[src/hdl/bin_framer_regs.svh]
// Constants for the binary measurement output framer.
// Assumes inclusion by bare name from the hdl/ folder.
`ifndef BIN_FRAMER_REGS_SVH
`define BIN_FRAMER_REGS_SVH

// ==========================================================
// Header characters
`define BF_HDR_MARK 8'h23
`define BF_HDR_LEN_DIGIT 8'h36
`define BF_ASCII_ZERO 8'h30
`define BF_HDR_LAST_POS 20'h00007

// ==========================================================
// Sample and block sizes
`define BF_SAMPLE_BYTES 20'h0000A
`define BF_SAMPLE_LAST_IDX 4'h9
`define BF_MAX_BLOCK 17'h1869E
`define BF_FORMAT_COUNT 5'h14
`define BF_LAST_DIGIT_IDX 3'h5

// ==========================================================
// Interpolator/status field bit positions
`define BF_ST_INHIBIT 4'h5
`define BF_ST_BLOCK_START 4'h6
`define BF_ST_TOTAL1 4'h7
`define BF_ST_TOTAL2 4'h8

`endif

[src/hdl/bin_framer_pkg.sv]
// Types shared by the binary measurement output framer.
// Assumes nothing of its surroundings.
package bin_framer_pkg;

    // ==========================================================
    // Configuration
    typedef enum logic [3:0] {
        FUNC_FREQ = 4'h0,
        FUNC_PERIOD = 4'h1,
        FUNC_TIME_INTERVAL = 4'h2,
        FUNC_PHASE = 4'h3,
        FUNC_TOTALIZE = 4'h4,
        FUNC_HISTOGRAM = 4'h5,
        FUNC_PEAK_AMPLITUDE = 4'h6
    } meas_func_t;

    typedef enum logic [1:0] {
        ARM_AUTO = 2'h0,
        ARM_EDGE = 2'h1,
        ARM_INTERVAL = 2'h2,
        ARM_EXTERNAL = 2'h3
    } arm_mode_t;

    typedef struct packed {
        meas_func_t func;
        arm_mode_t arm;
        logic extra_data;
    } meas_cfg_t;

    // ==========================================================
    // One captured sample
    typedef struct packed {
        logic [31:0] event_count;
        logic [31:0] time_count;
        logic [4:0] interp;
        logic inhibit;
        logic totalize_flag_one;
        logic totalize_flag_two;
    } sample_t;

    // ==========================================================
    // Framer state
    typedef enum logic [1:0] {
        ST_IDLE = 2'b00,
        ST_CALC = 2'b01,
        ST_HDR = 2'b11,
        ST_DATA = 2'b10
    } frame_state_t;

    typedef struct packed {
        frame_state_t st;
        logic [19:0] rem;
        logic [2:0] dig_idx;
        logic [5:0][3:0] digits;
        logic [16:0] total;
        logic [16:0] left;
        logic [16:0] taken;
        logic [3:0] sidx;
        logic [79:0] sh;
        logic first;
        logic [19:0] pos;
        logic [7:0] byte_r;
        logic valid;
        logic last;
        logic reject;
        logic [4:0] fmt;
    } framer_state_t;

endpackage : bin_framer_pkg

[src/hdl/measurement_binary_output_framer.sv]
// Binary output framer: ASCII length header, then samples as bytes.
// Assumes samples and configuration come from logic on clk_i and a
// byte sink with valid/ready on the same clock.
//
// Summary of operation
// [RULE1] Histogram and peak amplitude requests are refused, never framed.
// [RULE2] The controller sends no queries while binary mode is on.
// [RULE3] One of 20 layouts is picked from function, arming and extra data.
// [RULE4] A frame is an ASCII header and then only binary data.
// [RULE5] Output is 8-bit bytes, most significant byte first.
// [RULE6] The header is '#', '6' and six decimal digits of payload length.
// [RULE7] A block of N results carries the N+1 samples needed to derive them.
// [RULE8] The controller selects binary mode before it asks for data.
// [RULE9] A sample is event count, time count, status field, each MSB first.
// [RULE10] Status holds interpolator bits, inhibit at bit 5, block start at 6.
// [RULE11] The header length digits are zero padded on the left.
`timescale 1ns/1ns
`default_nettype none
`include "bin_framer_regs.svh"

module measurement_binary_output_framer (
    input wire logic clk_i,
    input wire logic srst_i,
    input wire logic binary_mode_i,
    input wire logic start_i,
    input wire bin_framer_pkg::meas_cfg_t cfg_i,
    input wire logic [16:0] block_len_i,
    input wire logic sample_valid_i,
    input wire bin_framer_pkg::sample_t sample_i,
    output logic sample_ready_o,
    output logic byte_valid_o,
    output logic [7:0] byte_o,
    output logic byte_last_o,
    input wire logic byte_ready_i,
    output logic busy_o,
    output logic reject_o,
    output logic [4:0] format_o
);

    // ==========================================================
    // Helpers
    function automatic logic unsupported(input bin_framer_pkg::meas_func_t f);
        return (f == bin_framer_pkg::FUNC_HISTOGRAM) ||
               (f == bin_framer_pkg::FUNC_PEAK_AMPLITUDE) ||
               (f > bin_framer_pkg::FUNC_PEAK_AMPLITUDE);
    endfunction : unsupported

    function automatic logic [4:0] fmt_of(input bin_framer_pkg::meas_cfg_t c);
        logic trig;
        trig = (c.arm != bin_framer_pkg::ARM_AUTO);
        return {c.func[2:0], 2'h0} + {3'h0, trig, c.extra_data};
    endfunction : fmt_of

    function automatic logic [19:0] pow10(input logic [2:0] i);
        case (i)
            3'h0: return 20'h186A0;
            3'h1: return 20'h02710;
            3'h2: return 20'h003E8;
            3'h3: return 20'h00064;
            3'h4: return 20'h0000A;
            default: return 20'h00001;
        endcase
    endfunction : pow10

    function automatic logic [19:0] dec_value(input logic [5:0][3:0] d);
        logic [19:0] v;
        v = 20'h0;
        for (int i = 0; i < 6; i++) begin
            v = v + 20'(d[i] * pow10(3'(i)));
        end
        return v;
    endfunction : dec_value

    function automatic logic [79:0] pack(input bin_framer_pkg::sample_t p,
                                         input logic first);
        logic [15:0] status;
        status = 16'h0000;
        status[4:0] = p.interp;
        status[`BF_ST_INHIBIT] = p.inhibit;
        status[`BF_ST_BLOCK_START] = first;
        status[`BF_ST_TOTAL1] = p.totalize_flag_one;
        status[`BF_ST_TOTAL2] = p.totalize_flag_two;
        return {p.event_count, p.time_count, status};
    endfunction : pack

    // ==========================================================
    // State
    bin_framer_pkg::framer_state_t s_r;
    bin_framer_pkg::framer_state_t s_nxt;
    logic free;
    logic take;
    logic [16:0] n_plus1;
    logic [79:0] packed_in;

    assign free = !s_r.valid || byte_ready_i;
    assign sample_ready_o = (s_r.st == bin_framer_pkg::ST_DATA) && free &&
                            (s_r.sidx == 4'h0) && (s_r.left != 17'h0);
    assign take = sample_ready_o && sample_valid_i;
    assign n_plus1 = 17'(block_len_i + 17'h1);
    assign packed_in = pack(sample_i, s_r.first);

    always_comb begin
        s_nxt = s_r;
        s_nxt.reject = 1'b0;
        if (free) begin
            s_nxt.valid = 1'b0;
            s_nxt.last = 1'b0;
        end
        case (s_r.st)
            bin_framer_pkg::ST_IDLE: begin
                // Start is honoured only once binary mode is selected [RULE8]
                if (start_i && binary_mode_i) begin
                    if (unsupported(cfg_i.func) || block_len_i == 17'h0 ||
                        block_len_i > `BF_MAX_BLOCK) begin
                        s_nxt.reject = 1'b1; // [RULE1]
                    end else begin
                        s_nxt.st = bin_framer_pkg::ST_CALC;
                        s_nxt.fmt = fmt_of(cfg_i); // [RULE3]
                        s_nxt.total = n_plus1; // [RULE7]
                        s_nxt.left = n_plus1;
                        s_nxt.taken = 17'h0;
                        s_nxt.rem = 20'({3'h0, n_plus1} * `BF_SAMPLE_BYTES);
                        s_nxt.dig_idx = 3'h0;
                        s_nxt.digits = '0; // [RULE11]
                        s_nxt.pos = 20'h0;
                        s_nxt.sidx = 4'h0;
                        s_nxt.first = 1'b1;
                    end
                end
            end
            bin_framer_pkg::ST_CALC: begin
                // Repeated subtraction: slow but tiny, runs once per frame
                if (s_r.rem >= pow10(s_r.dig_idx)) begin
                    s_nxt.rem = s_r.rem - pow10(s_r.dig_idx);
                    s_nxt.digits[s_r.dig_idx] = s_r.digits[s_r.dig_idx] + 4'h1;
                end else if (s_r.dig_idx == `BF_LAST_DIGIT_IDX) begin
                    s_nxt.st = bin_framer_pkg::ST_HDR;
                end else begin
                    s_nxt.dig_idx = s_r.dig_idx + 3'h1;
                end
            end
            bin_framer_pkg::ST_HDR: begin
                if (free) begin
                    s_nxt.valid = 1'b1;
                    case (s_r.pos[2:0]) // [RULE6]
                        3'h0: s_nxt.byte_r = `BF_HDR_MARK;
                        3'h1: s_nxt.byte_r = `BF_HDR_LEN_DIGIT;
                        default: s_nxt.byte_r = `BF_ASCII_ZERO +
                            {4'h0, s_r.digits[3'(s_r.pos[2:0] - 3'h2)]};
                    endcase
                    s_nxt.pos = s_r.pos + 20'h1;
                    if (s_r.pos == `BF_HDR_LAST_POS) begin
                        s_nxt.st = bin_framer_pkg::ST_DATA; // [RULE4]
                    end
                end
            end
            bin_framer_pkg::ST_DATA: begin
                if (free) begin
                    if (s_r.sidx == 4'h0) begin
                        if (s_r.left == 17'h0) begin
                            s_nxt.st = bin_framer_pkg::ST_IDLE;
                        end else if (take) begin
                            s_nxt.valid = 1'b1;
                            s_nxt.byte_r = packed_in[79:72]; // [RULE9]
                            s_nxt.sh = {packed_in[71:0], 8'h00}; // [RULE10]
                            s_nxt.sidx = 4'h1;
                            s_nxt.first = 1'b0;
                            s_nxt.taken = s_r.taken + 17'h1;
                            s_nxt.pos = s_r.pos + 20'h1;
                        end
                    end else begin
                        s_nxt.valid = 1'b1;
                        s_nxt.byte_r = s_r.sh[79:72]; // [RULE5]
                        s_nxt.sh = {s_r.sh[71:0], 8'h00};
                        s_nxt.pos = s_r.pos + 20'h1;
                        if (s_r.sidx == `BF_SAMPLE_LAST_IDX) begin
                            s_nxt.sidx = 4'h0;
                            s_nxt.left = s_r.left - 17'h1;
                            s_nxt.last = (s_r.left == 17'h1);
                        end else begin
                            s_nxt.sidx = s_r.sidx + 4'h1;
                        end
                    end
                end
            end
            default: s_nxt = '0;
        endcase
    end

    always_ff @(posedge clk_i) begin
        if (srst_i) begin
            s_r <= '0;
        end else begin
            s_r <= s_nxt;
        end
    end

    assign byte_valid_o = s_r.valid;
    assign byte_o = s_r.byte_r;
    assign byte_last_o = s_r.last;
    assign busy_o = (s_r.st != bin_framer_pkg::ST_IDLE);
    assign reject_o = s_r.reject;
    assign format_o = s_r.fmt;

    // ==========================================================
    // Checks
    logic fire;
    logic in_hdr;
    assign fire = byte_valid_o && byte_ready_i;
    assign in_hdr = (s_r.st == bin_framer_pkg::ST_HDR);
endmodule : measurement_binary_output_framer
`default_nettype wire

[config.mk]
export PLATFORM = sky130hd
export DESIGN_NAME = measurement_binary_output_framer
export DESIGN_NICKNAME = d
export VERILOG_FILES = /design/src/hdl/bin_framer_pkg.sv /design/src/hdl/measurement_binary_output_framer.sv
export VERILOG_INCLUDE_DIRS = /design/src /design/src/hdl
export SDC_FILE = /design/constraint.sdc
export NUM_CORES = 1
export LEC_CHECK = 0
export ABC_CLOCK_PERIOD_IN_PS = 3700
export BUFFER_PORTS_ARGS = -buffer_cell sky130_fd_sc_hd__buf_4
export CAP_MARGIN = 25
export CORE_ASPECT_RATIO = 0.75
export CORE_UTILIZATION = 39
export CTS_BUF_LIST = sky130_fd_sc_hd__clkbuf_16
export CTS_CLUSTER_DIAMETER = 150
export DETAILED_ROUTE_END_ITERATION = 8
export GPL_ROUTABILITY_DRIVEN = 0
export PLACE_DENSITY = 0.65
export SKIP_CTS_REPAIR_TIMING = 1
export SLEW_MARGIN = 5
export SYNTH_ARGS = -nofsm -noshare
export SYNTH_HDL_FRONTEND = slang
export SYNTH_SLANG_ARGS = --single-unit
[constraint.sdc]
create_clock -name clk_i -period 3.7 [get_ports clk_i]
set_clock_uncertainty 0.15 [all_clocks]
set_input_delay 0.185 -clock clk_i [delete_from_list [all_inputs] [get_ports clk_i]]
set_output_delay 0.185 -clock clk_i [all_outputs]
set_load 0.02 [all_outputs]
==> impl_results.md <==
- H-tree levels: 4
- Clk root buf: clkbuf_16
- R2r setup slk: 0.08 ns
- Layout Nets: 1771
- Clock-pin slew on the worst setup and hold paths: ~0.08 ns
- TritonCTS clock tree: built
- CP Capture Type: register
- Yosys top cell by area: dfxtp_1
- Crit Path Max Fanout: 5
- Critical path class: reg2reg
- Most used DFF post-synth: dfxtp_1
- Placeable Area: 28180 sq um
- Gr ovfl total: 0
- Port bufs: 119
- Fillers: ~2700
- CP max-delay cell: nor3_4
- Asr flop ratio synth: 0%
- Hold Crit Start: block_len_i[0]
- Fraction of layout cells with a size suffix above 1: around 16%
- Vias per cell: 5.738
- DRT antenna net count: 0
- Post-synthesis sequential area ratio: a little under a third
- Die H: approximately 150 microns
- IO Count: between 100 and 150
- Synth Warn #: 0
- Fin. max-slew vios: 0
- Slowest stage delay, CP: about 0.4 ns
- Startpoint types: register
- Initial antenna violation count: 0
- Worst Tran Pin Value: roughly 0.82 ns
- Post-Syn Instances: roughly 1500
- Max_slew headroom: between 40% and 50%
- Placed Area: 12560 sq um
- Final setup viols: 0
- First-pass GRT wire length: about 55000 microns
- Worst-path cell chain: buf_4 -> ha_2 -> nor2_1 -> nor2_1 -> a211oi_2 -> ha_1 -> fa_2 -> nor2b_4 -> o31a_1 -> a211oi_2 -> a21boi_2 -> nor3_4 -> buf_12 -> nor3_1 -> a221o_1
- Number of global-route vias before repair: between 10000 and 15000
- Fin crit share: 97.94%
- Antenna cell count: 0
- Mapped Area: between 10000 and 15000 sq um
- Min-Delay Path Depth: 4
- DRC violations left: 0
- Pwr Total: ~4.5 mW
- Setup ws final: about 0.076 ns
- Final Critical Period: 3.624 ns
- Die area: 29520 sq um
- Most frequent cells in the layout: nor2_1, dfxtp_1, o21ai_0
- First drt pass iteration count: 8
- Routed len/inst: about 17 microns
- Violated checks: hold timing
- Arrival time of the worst setup path: approximately 3.8 ns
- GRT busiest layer: met1
- Reg-to-reg startpoint: s_r[196]
- Area growth from synthesis to layout: 20.01%
- Largest net degree at the start of global routing: between 70 and 80
- CTS Buffer Depth: 2
- Yosys reg bits: ~180
- Row Count: between 50 and 60
- Met1 Use GR: around a third
- TritonCTS Sinks: around 180
- Reg2Reg Capture Point: s_r[216]
- CP Data Required Time: about 3.9 ns
- GRT met2 Usage: roughly a third
- Final hold slack: -0.002542 ns
- Status: finished with violations
- Finished Cell Area: 13490 sq um
- Met3 Use GR: between 4 and 5%
- Die X: 198.0 microns
- Syn Nets: around 1700
- Synthesized area per cell: between 7 and 8 sq um
- Share of the synthesized area in the top cell type: about a third
- Pwr Density: about 340 nW/um^2
- Initial DRC count: around 1000
- Fin util: 47.87%
- Vias: approximately 11000
- P_leak: 5.326 nW
- Yosys cell types: 83
- Total CTS buffers: 17
- Clock latency on the worst-skew pair: about 0.45 ns
- Hold WC Path Type: in2reg
- F_max: about 0.28 GHz
- Hold Vio Cnt, Final: 1
- GRT Util Overall: between 20% and 30%
- Largest cells by area after synthesis: dfxtp_1, nor2_1, o21ai_0, ha_1, nor3_1
- Worst r2r path cells: 15
- Detailed-route wire length: between 30000 and 40000 microns
- Post-DP HPWL: 24590 microns
- Hold Path Sink: s_r[200]
- Worst slack, placed: around 0.043 ns
- EDFF count, synth: 0
- Commonest non-fill, non-tap cell in the layout: nor2_1
- Max-cap violations: 0
- Starting Density: between 30 and 40%
- VDD IR max: 0.0003486 V
## layer usage
metal	wire, microns	vias to the layer above
met5	0	-
met3	2434	35
met1	16480	5395
li1	-	5637
met2	14940	427
met4	439	0
## state kept, by name (all words and copies together), names as in the netlist
name and count:
packed_in 1, reject_o 1, byte_o 8, s_r 162
byte_last_o 1, format_o 5, byte_valid_o 1
## how the worst max path moves through the flow
stage | startpoint | end
2_1_floorplan | s_r[196] | s_r[214]
3_3_place_gp | block_len_i[0] | s_r[215]
3_5_place_dp | block_len_i[0] | s_r[215]
4_1_cts | s_r[196] | s_r[200]
5_1_grt | s_r[196] | s_r[214]
6_report | s_r[196] | s_r[216]
## cells in the mapped netlist (12+ instances only)
library cell / number
a211oi_1: 19
a21oi_1: 87
a221oi_1: 15
a22oi_1: 25
buf_4: 17
clkbuf_1: 66
dfxtp_1: 179
ha_1: 62
inv_1: 35
nand2_1: 109
nand2b_1: 12
nand3_1: 44
nand4_1: 17
nor2_1: 246
nor3_1: 103
o21ai_0: 176
or3_1: 17
or4_1: 13
xnor2_1: 18
xor2_1: 19
## critical path, delay by kind of cell (launching register included)
kind,cells,cell delay (ns)
buffers and inverters,2,0.30
adder cells (fa/ha/maj),3,0.67
flip-flops,1,0.34
AO/OA/AOI/OAI,5,1.35
AND/OR/NAND/NOR,5,0.67
## where the power goes
group | total, mW | internal (mW) | switching, mW
clock network | 1.89 | 0.976 | 0.910
registers | 1.95 | 1.94 | 0.0141
logic | 0.698 | 0.294 | 0.404
## area by class of cell
| type | count | area (sq um) | area share, % |
|---|---|---|---|
| Clock inverter | 15 | 186.4 | 1.382 |
| Inverter | 38 | 142.6 | 1.057 |
| Timing Repair Buffer | 189 | 1483 | 10.99 |
| Clock buffer | 17 | 425.4 | 3.153 |
| Sequential cell | 179 | 3588 | 26.60 |
| Multi-Input combinational cell | 1180 | 7184 | 53.25 |
| Tap cell | 385 | 481.7 | 3.570 |
## per-stage QoR
stage	setup TNS (ns)	std cells
final	0	2003
after detailed placement	0	1948
after floorplan	0	1492
after CTS	0	1980
after global placement	0	1948
after global routing	-0.6504	2003
## cell families (layout without fill, tap and decap cells)
| kind of cell | Yosys count | in the layout | share of synthesized area [%] |
|---|---|---|---|
| and+or+nand+nor | 633 | 633 | 26.81 |
| AOI/OAI and AO/OA | 425 | 425 | 23.47 |
| DFF | 179 | 179 | 31.88 |
| buffers and inverters | 133 | 259 | 5.120 |
| adders and majority gates | 64 | 64 | 7.257 |
| xor gates and xnor gates | 37 | 37 | 2.883 |
| muxes | 21 | 21 | 2.582 |
Power figures use the tool's default switching activity.
